[config.mk]
export PLATFORM = sky130hd
export DESIGN_NAME = ucg_top
export DESIGN_NICKNAME = d
export VERILOG_FILES = /design/src/ucg_pkg.sv /design/src/ucg_baud_if.sv /design/src/ucg_baud_gen.sv /design/src/ucg_top.sv
export SDC_FILE = /design/constraint.sdc
export NUM_CORES = 1
export LEC_CHECK = 0
export ABC_AREA = 1
export BUFFER_PORTS_ARGS = -buffer_cell sky130_fd_sc_hd__buf_2
export CORE_MARGIN = 4
export CORE_UTILIZATION = 35
export DETAILED_ROUTE_END_ITERATION = 10
export PLACE_DENSITY_LB_ADDON = 0.15
export SYNTH_ARGS = -nofsm -noshare
export SYNTH_HDL_FRONTEND = slang
export SYNTH_SLANG_ARGS = --single-unit
export TNS_END_PERCENT = 20
[constraint.sdc]
create_clock -name clock -period 4 [get_ports clock]
set_clock_uncertainty 0.05 [all_clocks]
set_input_delay 0.2 -clock clock [delete_from_list [all_inputs] [get_ports clock]]
set_output_delay 0.2 -clock clock [all_outputs]
set_load 0.01 [all_outputs]
[src/ucg_pkg.sv]
// Constants and types shared by the serial clock generation block
package ucg_pkg;
  // Register byte addresses on the APB bus
  localparam logic [7:0] ADDR_CTRL = 8'h00;
  localparam logic [7:0] ADDR_BAUD_LO = 8'h04;
  localparam logic [7:0] ADDR_BAUD_HI = 8'h08;
  localparam logic [7:0] ADDR_DATA = 8'h0c;
  localparam logic [7:0] ADDR_STATUS = 8'h10;
  localparam logic [7:0] ADDR_IRQ = 8'h14;
  localparam logic [7:0] ADDR_MASK = 8'h18;
  // Control register bit positions
  localparam int BIT_SYNC = 0;
  localparam int BIT_DS = 1;
  localparam int BIT_XDIR = 2;
  localparam int BIT_POL = 3;
  localparam int BIT_PAR_EN = 4;
  localparam int BIT_PAR_ODD = 5;
  localparam int BIT_STOP2 = 6;
  localparam int BIT_PWR = 7;
  // Power reduction set at reset: software must clear it first
  localparam logic [7:0] CTRL_RESET = 8'h80;
  // Divisor layout: low byte plus high nibble
  localparam int DIV_W = 12;
  localparam int LO_W = 8;
  localparam int HI_W = 4;
  // Prescaler limits (states minus one) per mode
  localparam logic [3:0] LIM_NORM = 4'hf;
  localparam logic [3:0] LIM_DS = 4'h7;
  localparam logic [3:0] LIM_SYNC = 4'h1;
  // Interrupt flag positions
  localparam int IRQ_RXC = 0;
  localparam int IRQ_TXE = 1;
  localparam int IRQ_TXC = 2;
  localparam int IRQ_W = 3;
  // Frame: start, 8 data, parity or stop, stops
  localparam int DATA_W = 8;
  localparam int FRAME_W = 12;
  localparam logic [3:0] FRAME_BASE = 4'ha;
  localparam logic [2:0] DATA_LAST = 3'h7;
  // Receiver sequence
  typedef enum logic [2:0] {
    RX_IDLE, RX_START, RX_DATA, RX_PAR, RX_STOP
  } ucg_rx_t;
endpackage : ucg_pkg

[src/ucg_baud_if.sv]
// Link between the top and the baud rate down-counter
`timescale 1ns/100ps
interface ucg_baud_if #(parameter int DIV_W = 12);
  logic [DIV_W-1:0] divisor; // Value loaded at each reload
  logic reload; // Restart the counter now
  logic enable; // Counter runs while high
  logic tick; // One-cycle generator output
  modport gen (input divisor, input reload, input enable, output tick);
  modport user (output divisor, output reload, output enable, input tick);
endinterface : ucg_baud_if

[src/ucg_baud_gen.sv]
// Programmable baud rate down-counter
`timescale 1ns/100ps
module ucg_baud_gen
  import ucg_pkg::*;
#(
  parameter int DIV_W = 12
) (
  input wire logic clock,
  input wire logic rst,
  ucg_baud_if.gen bus
);

  if (DIV_W < 1 || DIV_W > 16) begin : g_chk
    $error("ucg_baud_gen: DIV_W out of range");
  end

  typedef struct packed {
    logic [DIV_W-1:0] cnt; // Down-counter
    logic tick; // Registered output pulse
  } ucg_gen_t;

  ucg_gen_t st;
  ucg_gen_t next_st;

  // Count down; reload on zero or on a low-byte write
  always_comb begin
    next_st = st;
    next_st.tick = 1'b0;
    if (!bus.enable || bus.reload) begin
      next_st.cnt = bus.divisor;
    end else if (st.cnt == '0) begin
      next_st.cnt = bus.divisor;
      next_st.tick = 1'b1; // Period is divisor plus one
    end else begin
      next_st.cnt = st.cnt - 1'b1; // High byte alone never restarts
    end
  end

  // State register
  always_ff @(posedge clock) begin
    if (rst) begin
      st <= '0;
    end else begin
      st <= next_st;
    end
  end

  assign bus.tick = st.tick;
endmodule : ucg_baud_gen

[src/ucg_top.sv]
// Serial transceiver clock generation with small frame datapath
// Summary of operation
// - Four modes: async, double speed, master, slave
// - Direction bit picks internal or external clock
// - Clock pin used only in synchronous modes
// - Down-counter reloads at zero or low write
// - One pulse per zero; rate clock over divisor+1
// - Transmit divides by 16, 8 or 2
// - Divisor is twelve bits, high and low
// - Double speed ignored in synchronous modes
// - Double speed halves receive samples to 8
// - Slave clock synchronised then edge detected
// - Sample on edge opposite data change
// - Polarity picks change and sample edges
// - One transmit buffer allows gapless frames
// - Two-entry receive buffer with error flags
// - One frame format shared by both directions
`timescale 1ns/100ps
module ucg_top
  import ucg_pkg::*;
(
  input wire logic clock,
  input wire logic rst,
  input wire logic psel,
  input wire logic penable,
  input wire logic pwrite,
  input wire logic [7:0] paddr,
  input wire logic [31:0] pwdata,
  output logic [31:0] prdata,
  output logic pready,
  output logic pslverr,
  output logic irq,
  input wire logic transfer_clock_pin_in,
  output logic transfer_clock_pin_out,
  output logic transfer_clock_pin_oe_n,
  input wire logic receive_data_pin,
  output logic transmit_data_pin
);

  typedef struct packed {
    logic [7:0] ctrl; // Mode, format and power bits
    logic [LO_W-1:0] div_lo; // Divisor low byte
    logic [HI_W-1:0] div_hi; // Divisor high nibble
    logic [IRQ_W-1:0] mask; // Interrupt mask
    logic [IRQ_W-1:0] flags; // Sticky interrupt flags
    logic xs1; // Clock pin, first stage
    logic xs2; // Clock pin, second stage
    logic xs3; // Previous xs2 for edge detection
    logic rs1; // Data pin, first stage
    logic rs2; // Data pin, second stage
    logic xck_o; // Master clock level
    logic [3:0] presc; // Transmit prescaler
    logic [DATA_W-1:0] tx_buf; // Transmit holding buffer
    logic tx_full; // Holding buffer occupied
    logic [FRAME_W-1:0] tx_sh; // Transmit shift register
    logic [3:0] tx_left; // Bits left in current frame
    ucg_rx_t rx_st; // Receiver state
    logic [3:0] rx_ctr; // Recovery sample counter
    logic [2:0] rx_n; // Data bit index
    logic [DATA_W-1:0] rx_sh; // Receive shift register
    logic rx_acc; // Running parity
    logic rx_pe; // Parity error of frame
    logic [1:0][DATA_W+1:0] fifo; // {frame err, parity err, data}
    logic [1:0] rx_cnt; // Entries in receive buffer
    logic ovr; // Overrun, sticky until status read
    logic [31:0] prdata; // Read data, loaded in setup phase
  } ucg_st_t;

  ucg_st_t st;
  ucg_st_t next_st;
  ucg_baud_if #(.DIV_W(DIV_W)) baud ();

  // Mode decode
  logic sync, ds, master, pol, run;
  logic [3:0] lim;
  logic tick, m_rise, m_fall, rise, fall, tx_step, rx_strobe;
  logic acc, wr, rd, mapped, push, pop;
  logic [DATA_W+1:0] push_v;
  logic [FRAME_W-1:0] frame;
  logic [3:0] frame_len;
  logic [1:0] cnt_after;

  assign sync = st.ctrl[BIT_SYNC];
  assign ds = st.ctrl[BIT_DS] & ~sync; // Ignored when synchronous
  assign master = st.ctrl[BIT_XDIR]; // Output means internal clock
  assign pol = st.ctrl[BIT_POL];
  assign run = ~st.ctrl[BIT_PWR]; // Held off until cleared
  assign tick = baud.tick;

  // States per bit: 2 sync, 8 double, 16 normal
  assign lim = sync ? LIM_SYNC : (ds ? LIM_DS : LIM_NORM);

  // Master edges come from the generator; slave edges from synced pin
  assign m_rise = tick & ~st.xck_o;
  assign m_fall = tick & st.xck_o;
  // Slave edges only trusted below a quarter of clock rate
  assign rise = sync & (master ? m_rise : (st.xs2 & ~st.xs3));
  assign fall = sync & (master ? m_fall : (~st.xs2 & st.xs3));

  // Change on one edge, sample on the other
  assign tx_step = run & (sync ? (pol ? fall : rise)
                               : (tick & (st.presc == lim)));
  assign rx_strobe = run & (sync ? (pol ? rise : fall)
                                 : (tick & (st.rx_ctr == (lim >> 1))));

  // APB decode
  assign acc = psel & penable;
  assign wr = acc & pwrite;
  assign rd = acc & ~pwrite;
  always_comb begin
    if (paddr == ADDR_CTRL) begin
      mapped = 1'b1;
    end else if (paddr == ADDR_BAUD_LO || paddr == ADDR_BAUD_HI) begin
      mapped = 1'b1;
    end else if (paddr == ADDR_DATA || paddr == ADDR_STATUS) begin
      mapped = 1'b1;
    end else if (paddr == ADDR_IRQ || paddr == ADDR_MASK) begin
      mapped = 1'b1;
    end else begin
      mapped = 1'b0;
    end
  end

  // Generator hookup; new low byte goes straight into the reload
  assign baud.enable = run;
  assign baud.reload = wr & (paddr == ADDR_BAUD_LO);
  assign baud.divisor = baud.reload ? {st.div_hi, pwdata[LO_W-1:0]}
                                    : {st.div_hi, st.div_lo};

  // Frame layout from the shared format bits
  assign frame = {2'b11,
    st.ctrl[BIT_PAR_EN] ? (^st.tx_buf ^ st.ctrl[BIT_PAR_ODD]) : 1'b1,
    st.tx_buf, 1'b0};
  assign frame_len = FRAME_BASE + {3'h0, st.ctrl[BIT_PAR_EN]}
                   + {3'h0, st.ctrl[BIT_STOP2]};

  ucg_baud_gen #(.DIV_W(DIV_W)) u_gen (
    .clock(clock),
    .rst(rst),
    .bus(baud.gen)
  );

  // Next-state logic for the whole block
  always_comb begin
    next_st = st;
    push = 1'b0;
    push_v = {~st.rs2, st.rx_pe, st.rx_sh};
    pop = rd & (paddr == ADDR_DATA) & (st.rx_cnt != 2'h0);
    cnt_after = st.rx_cnt;
    // Read clears come first so that a same-cycle event below wins
    if (rd && paddr == ADDR_IRQ) begin
      next_st.flags = st.flags & ~st.prdata[IRQ_W-1:0];
    end
    if (rd && paddr == ADDR_STATUS && st.prdata[3]) begin
      next_st.ovr = 1'b0; // Only when the overrun bit was shown
    end
    // Synchronisers: logic reads only the second stage
    next_st.xs1 = transfer_clock_pin_in;
    next_st.xs2 = st.xs1;
    next_st.xs3 = st.xs2;
    next_st.rs1 = receive_data_pin;
    next_st.rs2 = st.rs1;
    // Master clock toggles per generator pulse: divide by 2
    if (run & sync & master & tick) begin
      next_st.xck_o = ~st.xck_o;
    end
    // Asynchronous transmit prescaler
    if (!run || sync) begin
      next_st.presc = 4'h0;
    end else if (tick) begin
      next_st.presc = (st.presc == lim) ? 4'h0 : st.presc + 4'h1;
    end
    // Transmitter: buffer refills shift register at frame end
    if (tx_step) begin
      if (st.tx_left > 4'h1) begin
        next_st.tx_sh = {1'b1, st.tx_sh[FRAME_W-1:1]};
        next_st.tx_left = st.tx_left - 4'h1;
      end else if (st.tx_full) begin
        next_st.tx_sh = frame;
        next_st.tx_left = frame_len;
        next_st.tx_full = 1'b0;
        next_st.flags[IRQ_TXE] = 1'b1;
      end else if (st.tx_left == 4'h1) begin
        next_st.tx_left = 4'h0;
        next_st.flags[IRQ_TXC] = 1'b1;
      end
    end
    // Recovery counter runs on undivided ticks while a frame is open
    if (!sync && run && tick && st.rx_st != RX_IDLE) begin
      next_st.rx_ctr = (st.rx_ctr == lim) ? 4'h0 : st.rx_ctr + 4'h1;
    end
    // Receiver sequence
    case (st.rx_st)
      RX_IDLE: begin
        next_st.rx_acc = 1'b0;
        next_st.rx_n = 3'h0;
        if (sync && rx_strobe && !st.rs2) begin
          next_st.rx_st = RX_DATA;
        end else if (!sync && run && tick && !st.rs2) begin
          next_st.rx_st = RX_START;
          next_st.rx_ctr = 4'h1;
        end
      end
      RX_START: begin
        // A high mid-bit sample is a false start
        if (rx_strobe) begin
          next_st.rx_st = st.rs2 ? RX_IDLE : RX_DATA;
        end
      end
      RX_DATA: begin
        if (rx_strobe) begin
          next_st.rx_sh = {st.rs2, st.rx_sh[DATA_W-1:1]};
          next_st.rx_acc = st.rx_acc ^ st.rs2;
          next_st.rx_n = st.rx_n + 3'h1;
          next_st.rx_pe = 1'b0;
          if (st.rx_n == DATA_LAST) begin
            next_st.rx_st = st.ctrl[BIT_PAR_EN] ? RX_PAR : RX_STOP;
          end
        end
      end
      RX_PAR: begin
        if (rx_strobe) begin
          next_st.rx_pe = st.rx_acc ^ st.ctrl[BIT_PAR_ODD] ^ st.rs2;
          next_st.rx_st = RX_STOP;
        end
      end
      RX_STOP: begin
        // Second stop bit is not checked
        if (rx_strobe) begin
          push = 1'b1; // Frame error when stop reads low
          next_st.rx_st = RX_IDLE;
        end
      end
      default: begin
        next_st.rx_st = RX_IDLE;
      end
    endcase
    if (!run) begin
      next_st.rx_st = RX_IDLE;
    end
    // Two-entry receive buffer; head is entry 0
    if (pop) begin
      next_st.fifo[0] = st.fifo[1];
      cnt_after = st.rx_cnt - 2'h1;
    end
    if (push) begin
      next_st.flags[IRQ_RXC] = 1'b1;
      if (cnt_after == 2'h2) begin
        next_st.ovr = 1'b1; // Frame dropped
      end else begin
        next_st.fifo[cnt_after[0]] = push_v;
        cnt_after = cnt_after + 2'h1;
      end
    end
    next_st.rx_cnt = cnt_after;
    // Register writes at the access edge
    if (wr) begin
      if (paddr == ADDR_CTRL) begin
        next_st.ctrl = pwdata[7:0];
      end else if (paddr == ADDR_BAUD_LO) begin
        next_st.div_lo = pwdata[LO_W-1:0];
      end else if (paddr == ADDR_BAUD_HI) begin
        next_st.div_hi = pwdata[HI_W-1:0]; // No reload here
      end else if (paddr == ADDR_DATA) begin
        // A write to a full buffer is dropped
        if (!st.tx_full) begin
          next_st.tx_buf = pwdata[DATA_W-1:0];
          next_st.tx_full = 1'b1;
        end
      end else if (paddr == ADDR_MASK) begin
        next_st.mask = pwdata[IRQ_W-1:0];
      end
    end
    // Read data prepared in the setup phase
    next_st.prdata = 32'h0;
    if (psel && !penable && !pwrite) begin
      if (paddr == ADDR_CTRL) begin
        next_st.prdata[7:0] = st.ctrl;
      end else if (paddr == ADDR_BAUD_LO) begin
        next_st.prdata[LO_W-1:0] = st.div_lo;
      end else if (paddr == ADDR_BAUD_HI) begin
        next_st.prdata[HI_W-1:0] = st.div_hi;
      end else if (paddr == ADDR_DATA) begin
        next_st.prdata[DATA_W+1:0] = st.fifo[0];
      end else if (paddr == ADDR_STATUS) begin
        next_st.prdata[7:0] = {st.rx_cnt, st.fifo[0][DATA_W+1:DATA_W],
          st.ovr, st.tx_full, st.tx_left != 4'h0, st.rx_st != RX_IDLE};
      end else if (paddr == ADDR_IRQ) begin
        next_st.prdata[IRQ_W-1:0] = st.flags;
      end else if (paddr == ADDR_MASK) begin
        next_st.prdata[IRQ_W-1:0] = st.mask;
      end
    end
  end

  // State register
  always_ff @(posedge clock) begin
    if (rst) begin
      st <= '0;
      st.ctrl <= CTRL_RESET;
      st.xs1 <= 1'b1;
      st.xs2 <= 1'b1;
      st.xs3 <= 1'b1;
      st.rs1 <= 1'b1;
      st.rs2 <= 1'b1;
    end else begin
      st <= next_st;
    end
  end

  // Outputs
  assign prdata = st.prdata;
  assign pready = 1'b1; // Zero wait states
  assign pslverr = acc & ~mapped;
  assign irq = |(st.flags & st.mask);
  assign transfer_clock_pin_out = st.xck_o;
  assign transfer_clock_pin_oe_n = ~(run & sync & master);
  assign transmit_data_pin = (st.tx_left != 4'h0) ? st.tx_sh[0] : 1'b1;
endmodule : ucg_top

After elaboration in Yosys (flattened, before gate mapping) --
Cells that the tools add are included.
Storage, ports and cells: bits in registers 149, bits of input ports 47, output and inout bits 38
Operators by class: add/subtract/negate cells 9, order comparisons 3, eq/ne operators 22, mux-type cells 81, bitwise logic cells 44, reductions and logical operators 51
Operator list (count):
- 2-to-1 mux 10 bit | 4
- 2-to-1 mux 4 bit | 10
- 2-to-1 mux 12 bit | 3
- 2-to-1 mux 3 bit | 11
- 2-to-1 mux 8 bit | 4
- 2-to-1 mux 1 bit | 30
- == test 8 x 5 -> 1 bit (second input constant) | 3
- AND 1 bit | 21
- bitwise mux 20 bit | 1
- AND reduction 6 bit | 3
- 2-to-1 mux 17 bit | 1
- == test 8 x 4 -> 1 bit (second input constant) | 2
- 2-to-1 mux 16 bit | 1
- inverter 1 bit | 16
- one-hot mux 3 bit (5 select lines) | 1
- 2-to-1 mux 2 bit | 7
- 2-to-1 mux 13 bit | 1
- logical AND 1 bit | 12
- zero test 12 bit | 1
- AND reduction 2 bit | 6
- subtractor 12 x 1 -> 12 bit (second input constant) | 1
- demux 10 bit (select 1 bit) | 1
- inequality test 2 bit (second input constant) | 5
- nonzero test 2 bit | 5
- 39 further kinds | 60

Logic depth before layout (Yosys ltp) --
depth in word-level cells 15, mapped depth 15, depth with buffers taken out 14

Modules after synthesis --
Synthesis repeated with hierarchy kept, for this count alone.
Second synthesis, totals: cell total of the unflattened synthesis 980, area, all modules 6655.1 µm²
By module, submodules not included:
- ucg_top | times used 1, cells an instance 841, area an instance 5811.8 µm², sequential area each 2282.2 µm²
- ucg_baud_gen | times used 1, cells an instance 139, area an instance 843.3 µm², sequential area each 260.2 µm²

Worst setup path before layout --
No wires, ideal clock.
kind register to register, start register st[33] in the netlist's numbering, end register st[45] in the netlist's numbering, setup time 0.113 ns, arrival time 1.814 ns, required time 3.837 ns, setup slack 2.023 ns, cell stages (with the launch flop) 13, path buffers 1, path through dfxtp_1 -> inv_1 -> ha_1 -> nor2_1 -> nand2_2 -> o21ai_0 -> inv_1 -> ha_1 -> nor2_8 -> nand2_2 -> buf_2 -> nor2_1 -> nor2_1
On the way: word-level cells in the longest chain between the ends 8
RTL lines:
- start: declaration | RTL line ucg_top.sv:69 | ucg_st_t st;
- start signal: assignment | RTL line ucg_top.sv:307 | st <= next_st;
- branches (longest 2 deep; another with subtractor 2 x 1 -> 2 bit)
- 2-to-1 mux 2 bit * | RTL line ucg_top.sv:242 | if (pop) begin
- less-than comparator 1 x 2 -> 1 bit (not written as such) / greater-or-equal comparator 1 bit (equally long branches) | RTL line ucg_top.sv:251 | next_st.fifo[cnt_after[0]] = push_v;
- logical AND 1 bit (not written as such) | RTL line ucg_top.sv:251
- 2-to-1 mux 10 bit (not written as such) | RTL line ucg_top.sv:251
- demux 10 bit (select 1 bit) | RTL line ucg_top.sv:251
- bitwise mux 20 bit | RTL line ucg_top.sv:251
Every way passes the cells marked *. A chain may end at the register's enable or synchronous reset.

Worst setup path after layout --
start register st[33] in the netlist's numbering, end register st[47] in the netlist's numbering
Same word-level chain as after synthesis.

==> impl_metrics.env <==
export IMPL_min_from="pwdata[5]"
export IMPL_synth_seq_cells=127
export IMPL_met3_usage_pct=3.79
export IMPL_cts_sinks=127
export IMPL_hold_end="frame[6]"
export IMPL_overflow=0
export IMPL_layout_common_cells="187 x nand2_1, 145 x nor2_1, 127 x dfxtp_1, 115 x inv_1, 94 x o21ai_0"
export IMPL_cts_tree="yes"
export IMPL_final_common_cell="nand2_1"
export IMPL_num_antenna_cells=0
export IMPL_outcome="finished, final reports clean"
export IMPL_postCtsHoldBufs=3
export IMPL_drive_gt1_share_pct=10.9
export IMPL_finalCritPeriodShare_pct=63.7
export IMPL_io_buffers=37
export IMPL_reg2reg_depth=11
export IMPL_rows=49
export IMPL_wirelength_um=16200
export IMPL_clkPwrFrac_pct=53.4
export IMPL_peakVddDrop_uv=278
export IMPL_grt_pass1_vias=5181
export IMPL_use_met1_pct=21.9
export IMPL_fin_hold_ws_ns=0.0302
export IMPL_grt_pass1_wl_um=26400
export IMPL_avgSynthCellArea_sq_um=6.87
export IMPL_cpMaxStageDelayCell="dfxtp_1"
export IMPL_hold_depth=3
export IMPL_fillers=1925
export IMPL_max_clock_path_buffers=2
export IMPL_power_density_nw_per_um2=400
export IMPL_switching_share_pct=21.5
export IMPL_dr_pass1_iters=5
export IMPL_route_detailed_drc=0
export IMPL_yosysTopAreaCell="dfxtp_1"
export IMPL_dpl_cell_count=1166
export IMPL_clockRootBuffer="clkbuf_16"
export IMPL_via_per_inst=4.67
export IMPL_cp_start_kind="flip-flop"
export IMPL_clkLatencyLatePin_ns=0.42
export IMPL_die_y_um=144
export IMPL_max_cap_viol_count=0
export IMPL_postRouteAntennaNets=0
export IMPL_clkSlewWorstSetupHoldPaths_ns=0.05
export IMPL_grt_usage_pct=16.3
export IMPL_slew_headroom_pct=47.5
export IMPL_h_tree_depth=4
export IMPL_path_common_cell="nor2_1"
export IMPL_antenna_found_initial=0
export IMPL_busiest_layer="met2"
export IMPL_yosysWarnings=0
export IMPL_internal_power_mw=2.27
export IMPL_worstMarginPinSlew_ns=0.788
export IMPL_netlist_instances=940
export IMPL_vias=5605
export IMPL_rsz0062_at_grt="false"
export IMPL_max_stage_delay_ns=0.38
export IMPL_synth_top_area_share_pct=39.4
export IMPL_hpwl_um=11800
export IMPL_dieArea_sq_um=20700
export IMPL_setup_viol=0
export IMPL_crit_type="reg -> reg"
export IMPL_cp_max_fo=23
export IMPL_hold_viol_final=0
export IMPL_end_kind="flip-flop"
export IMPL_critPathRequiredTime_ns=4.26
export IMPL_arrival_ns=2.81
export IMPL_worst_hold_path_type="in -> reg"
export IMPL_setup_tns_ns=0
export IMPL_coreArea_sq_um=18100
export IMPL_seq_area_frac_synth_pct=39.4
export IMPL_drt_iter0_markers=316
export IMPL_timing_fmax_mhz=393
export IMPL_r2r_setup_slack_ns=1.45
export IMPL_maxSlewViolCount=0
export IMPL_routabilityCongestion=0.845
export IMPL_finalNonFillerCells=1201
export IMPL_start_util_pct=35.7
export IMPL_syn_area_sq_um=6460
export IMPL_p_comb_share_pct=2.7
export IMPL_ys_top_cells_by_area="dfxtp_1 39%, nand2_1 11%, nor2_1 8.4%"
export IMPL_crit_chain="inv_1 -> ha_1 -> nor2_1 -> nand2_2 -> o21ai_0 -> inv_1 -> ha_1 -> nor2_8 -> nand2_2 -> nor2_1 -> nor2_1"
export IMPL_grt_max_degree=40
export IMPL_die_w_um=144
export IMPL_startpoint="st[33]"
export IMPL_leakagePower_nw=3.22
export IMPL_r2r_start="st[33]"
export IMPL_cts_resized=0
export IMPL_wl_per_cell_um=13.5
export IMPL_r2r_end="st[47]"
export IMPL_ios=85
export IMPL_synthDistinctLibCells=41
export IMPL_cts_setup_buffers=0
export IMPL_switchingPower_uw=621
export IMPL_use_met2_pct=26.0
export IMPL_cts_buffers=17
export IMPL_min_period_ns=2.55
export IMPL_p_seq_share_pct=43.9
export IMPL_area_growth_pct=12.1
export IMPL_fin_nets=1017
-- per-stage QoR --
stage	total power, mW	instance area (sq um)	setup WS (ns)	util [%]
detailed placement	1.37	6620	1.34	36.6
finish	2.89	7240	1.45	40.0
global placement	1.37	6620	1.34	36.6
floorplan	1.36	6540	2.02	-
CTS	2.93	7240	1.42	40.0
global route	3.00	7240	1.07	40.0
-- layout make-up --
cell class                 instances  area [sq um]  area share [%]
clock buffer                      24           492            6.79
clock inverter                     8           104            1.43
inverter                         120           450            6.22
multi-input combinational        651          3140            43.3
sequential                       127          2540            35.1
tap                              229           287            3.96
timing repair buffer              42           230            3.18
-- critical path, delay by kind of cell (launching register included) --
family	cells	cell delay, ns
compound gates	1	0.33
fa+ha+maj	2	0.45
buf+inv	2	0.17
flops	1	0.38
simple gates	6	1.06
-- worst max-delay path by stage --
| stage | end | cells after the start |
|---|---|---|
| after floorplan | st[45] | 12 |
| after global placement | st[54] | 12 |
| after detailed placement | st[51] | 12 |
| after CTS | st[54] | 12 |
| after global routing | st[54] | 12 |
| final | st[47] | 11 |
-- per-layer routing --
| metal | routed length [um] | up-vias | share of wire (%) |
|---|---|---|---|
| li1 | - | 2978 | - |
| met1 | 7990 | 2516 | 49 |
| met2 | 7290 | 96 | 45 |
| met3 | 650 | 15 | 4.0 |
| met4 | 229 | 0 | 1.4 |
| met5 | 0 | - | 0 |
-- synthesized netlist by cell type, drive strengths merged --
| cell | n |
|---|---|
| a2111oi | 1 |
| a211oi | 8 |
| a21oi | 62 |
| a311oi | 1 |
| a31oi | 4 |
| and3 | 1 |
| buf | 48 |
| clkbuf | 15 |
| conb | 2 |
| dfxtp | 127 |
| ha | 11 |
| inv | 120 |
| nand2 | 197 |
| nand3 | 34 |
| nand3b | 1 |
| nand4 | 12 |
| nor2 | 156 |
| nor3 | 10 |
| nor3b | 1 |
| nor4 | 2 |
| o211a | 1 |
| o211ai | 3 |
| o21ai | 95 |
| o221ai | 1 |
| o22ai | 3 |
| o31ai | 1 |
| or2 | 8 |
| xnor2 | 5 |
| xor2 | 10 |
-- power by group through the flow --
stage / sequential [mW] / clock (mW) / combinational [mW]
6_report: 1.27 / 1.55 / 0.0793
5_1_grt: 1.27 / 1.64 / 0.0893
4_1_cts: 1.27 / 1.59 / 0.0797
3_5_place_dp: 1.30 / 0 / 0.0771
3_3_place_gp: 1.30 / 0 / 0.0773
2_1_floorplan: 1.30 / 0 / 0.0647
-- flip-flops by register name (all words and copies together) (netlist names) --
signal,count
push_v,9
transfer_clock_pin_out,1
pol,1
next_st,3
u_gen.bus.tick,1
prdata,10
u_gen.st,12
frame,8
st,81
master,1
-- cells by family (layout without fill, tap and decap cells) --
kind of cell	count (synthesis)	in the layout	share of synthesized area (%)
flops	127	127	39.4
fa+ha+maj	11	11	2.13
xor+xnor	15	15	2.03
buf+inv	183	194	13.3
compound gates	180	180	14.9
other cells	2	23	0.116
simple gates	422	422	28.2
Power figures use the tool's default switching activity.
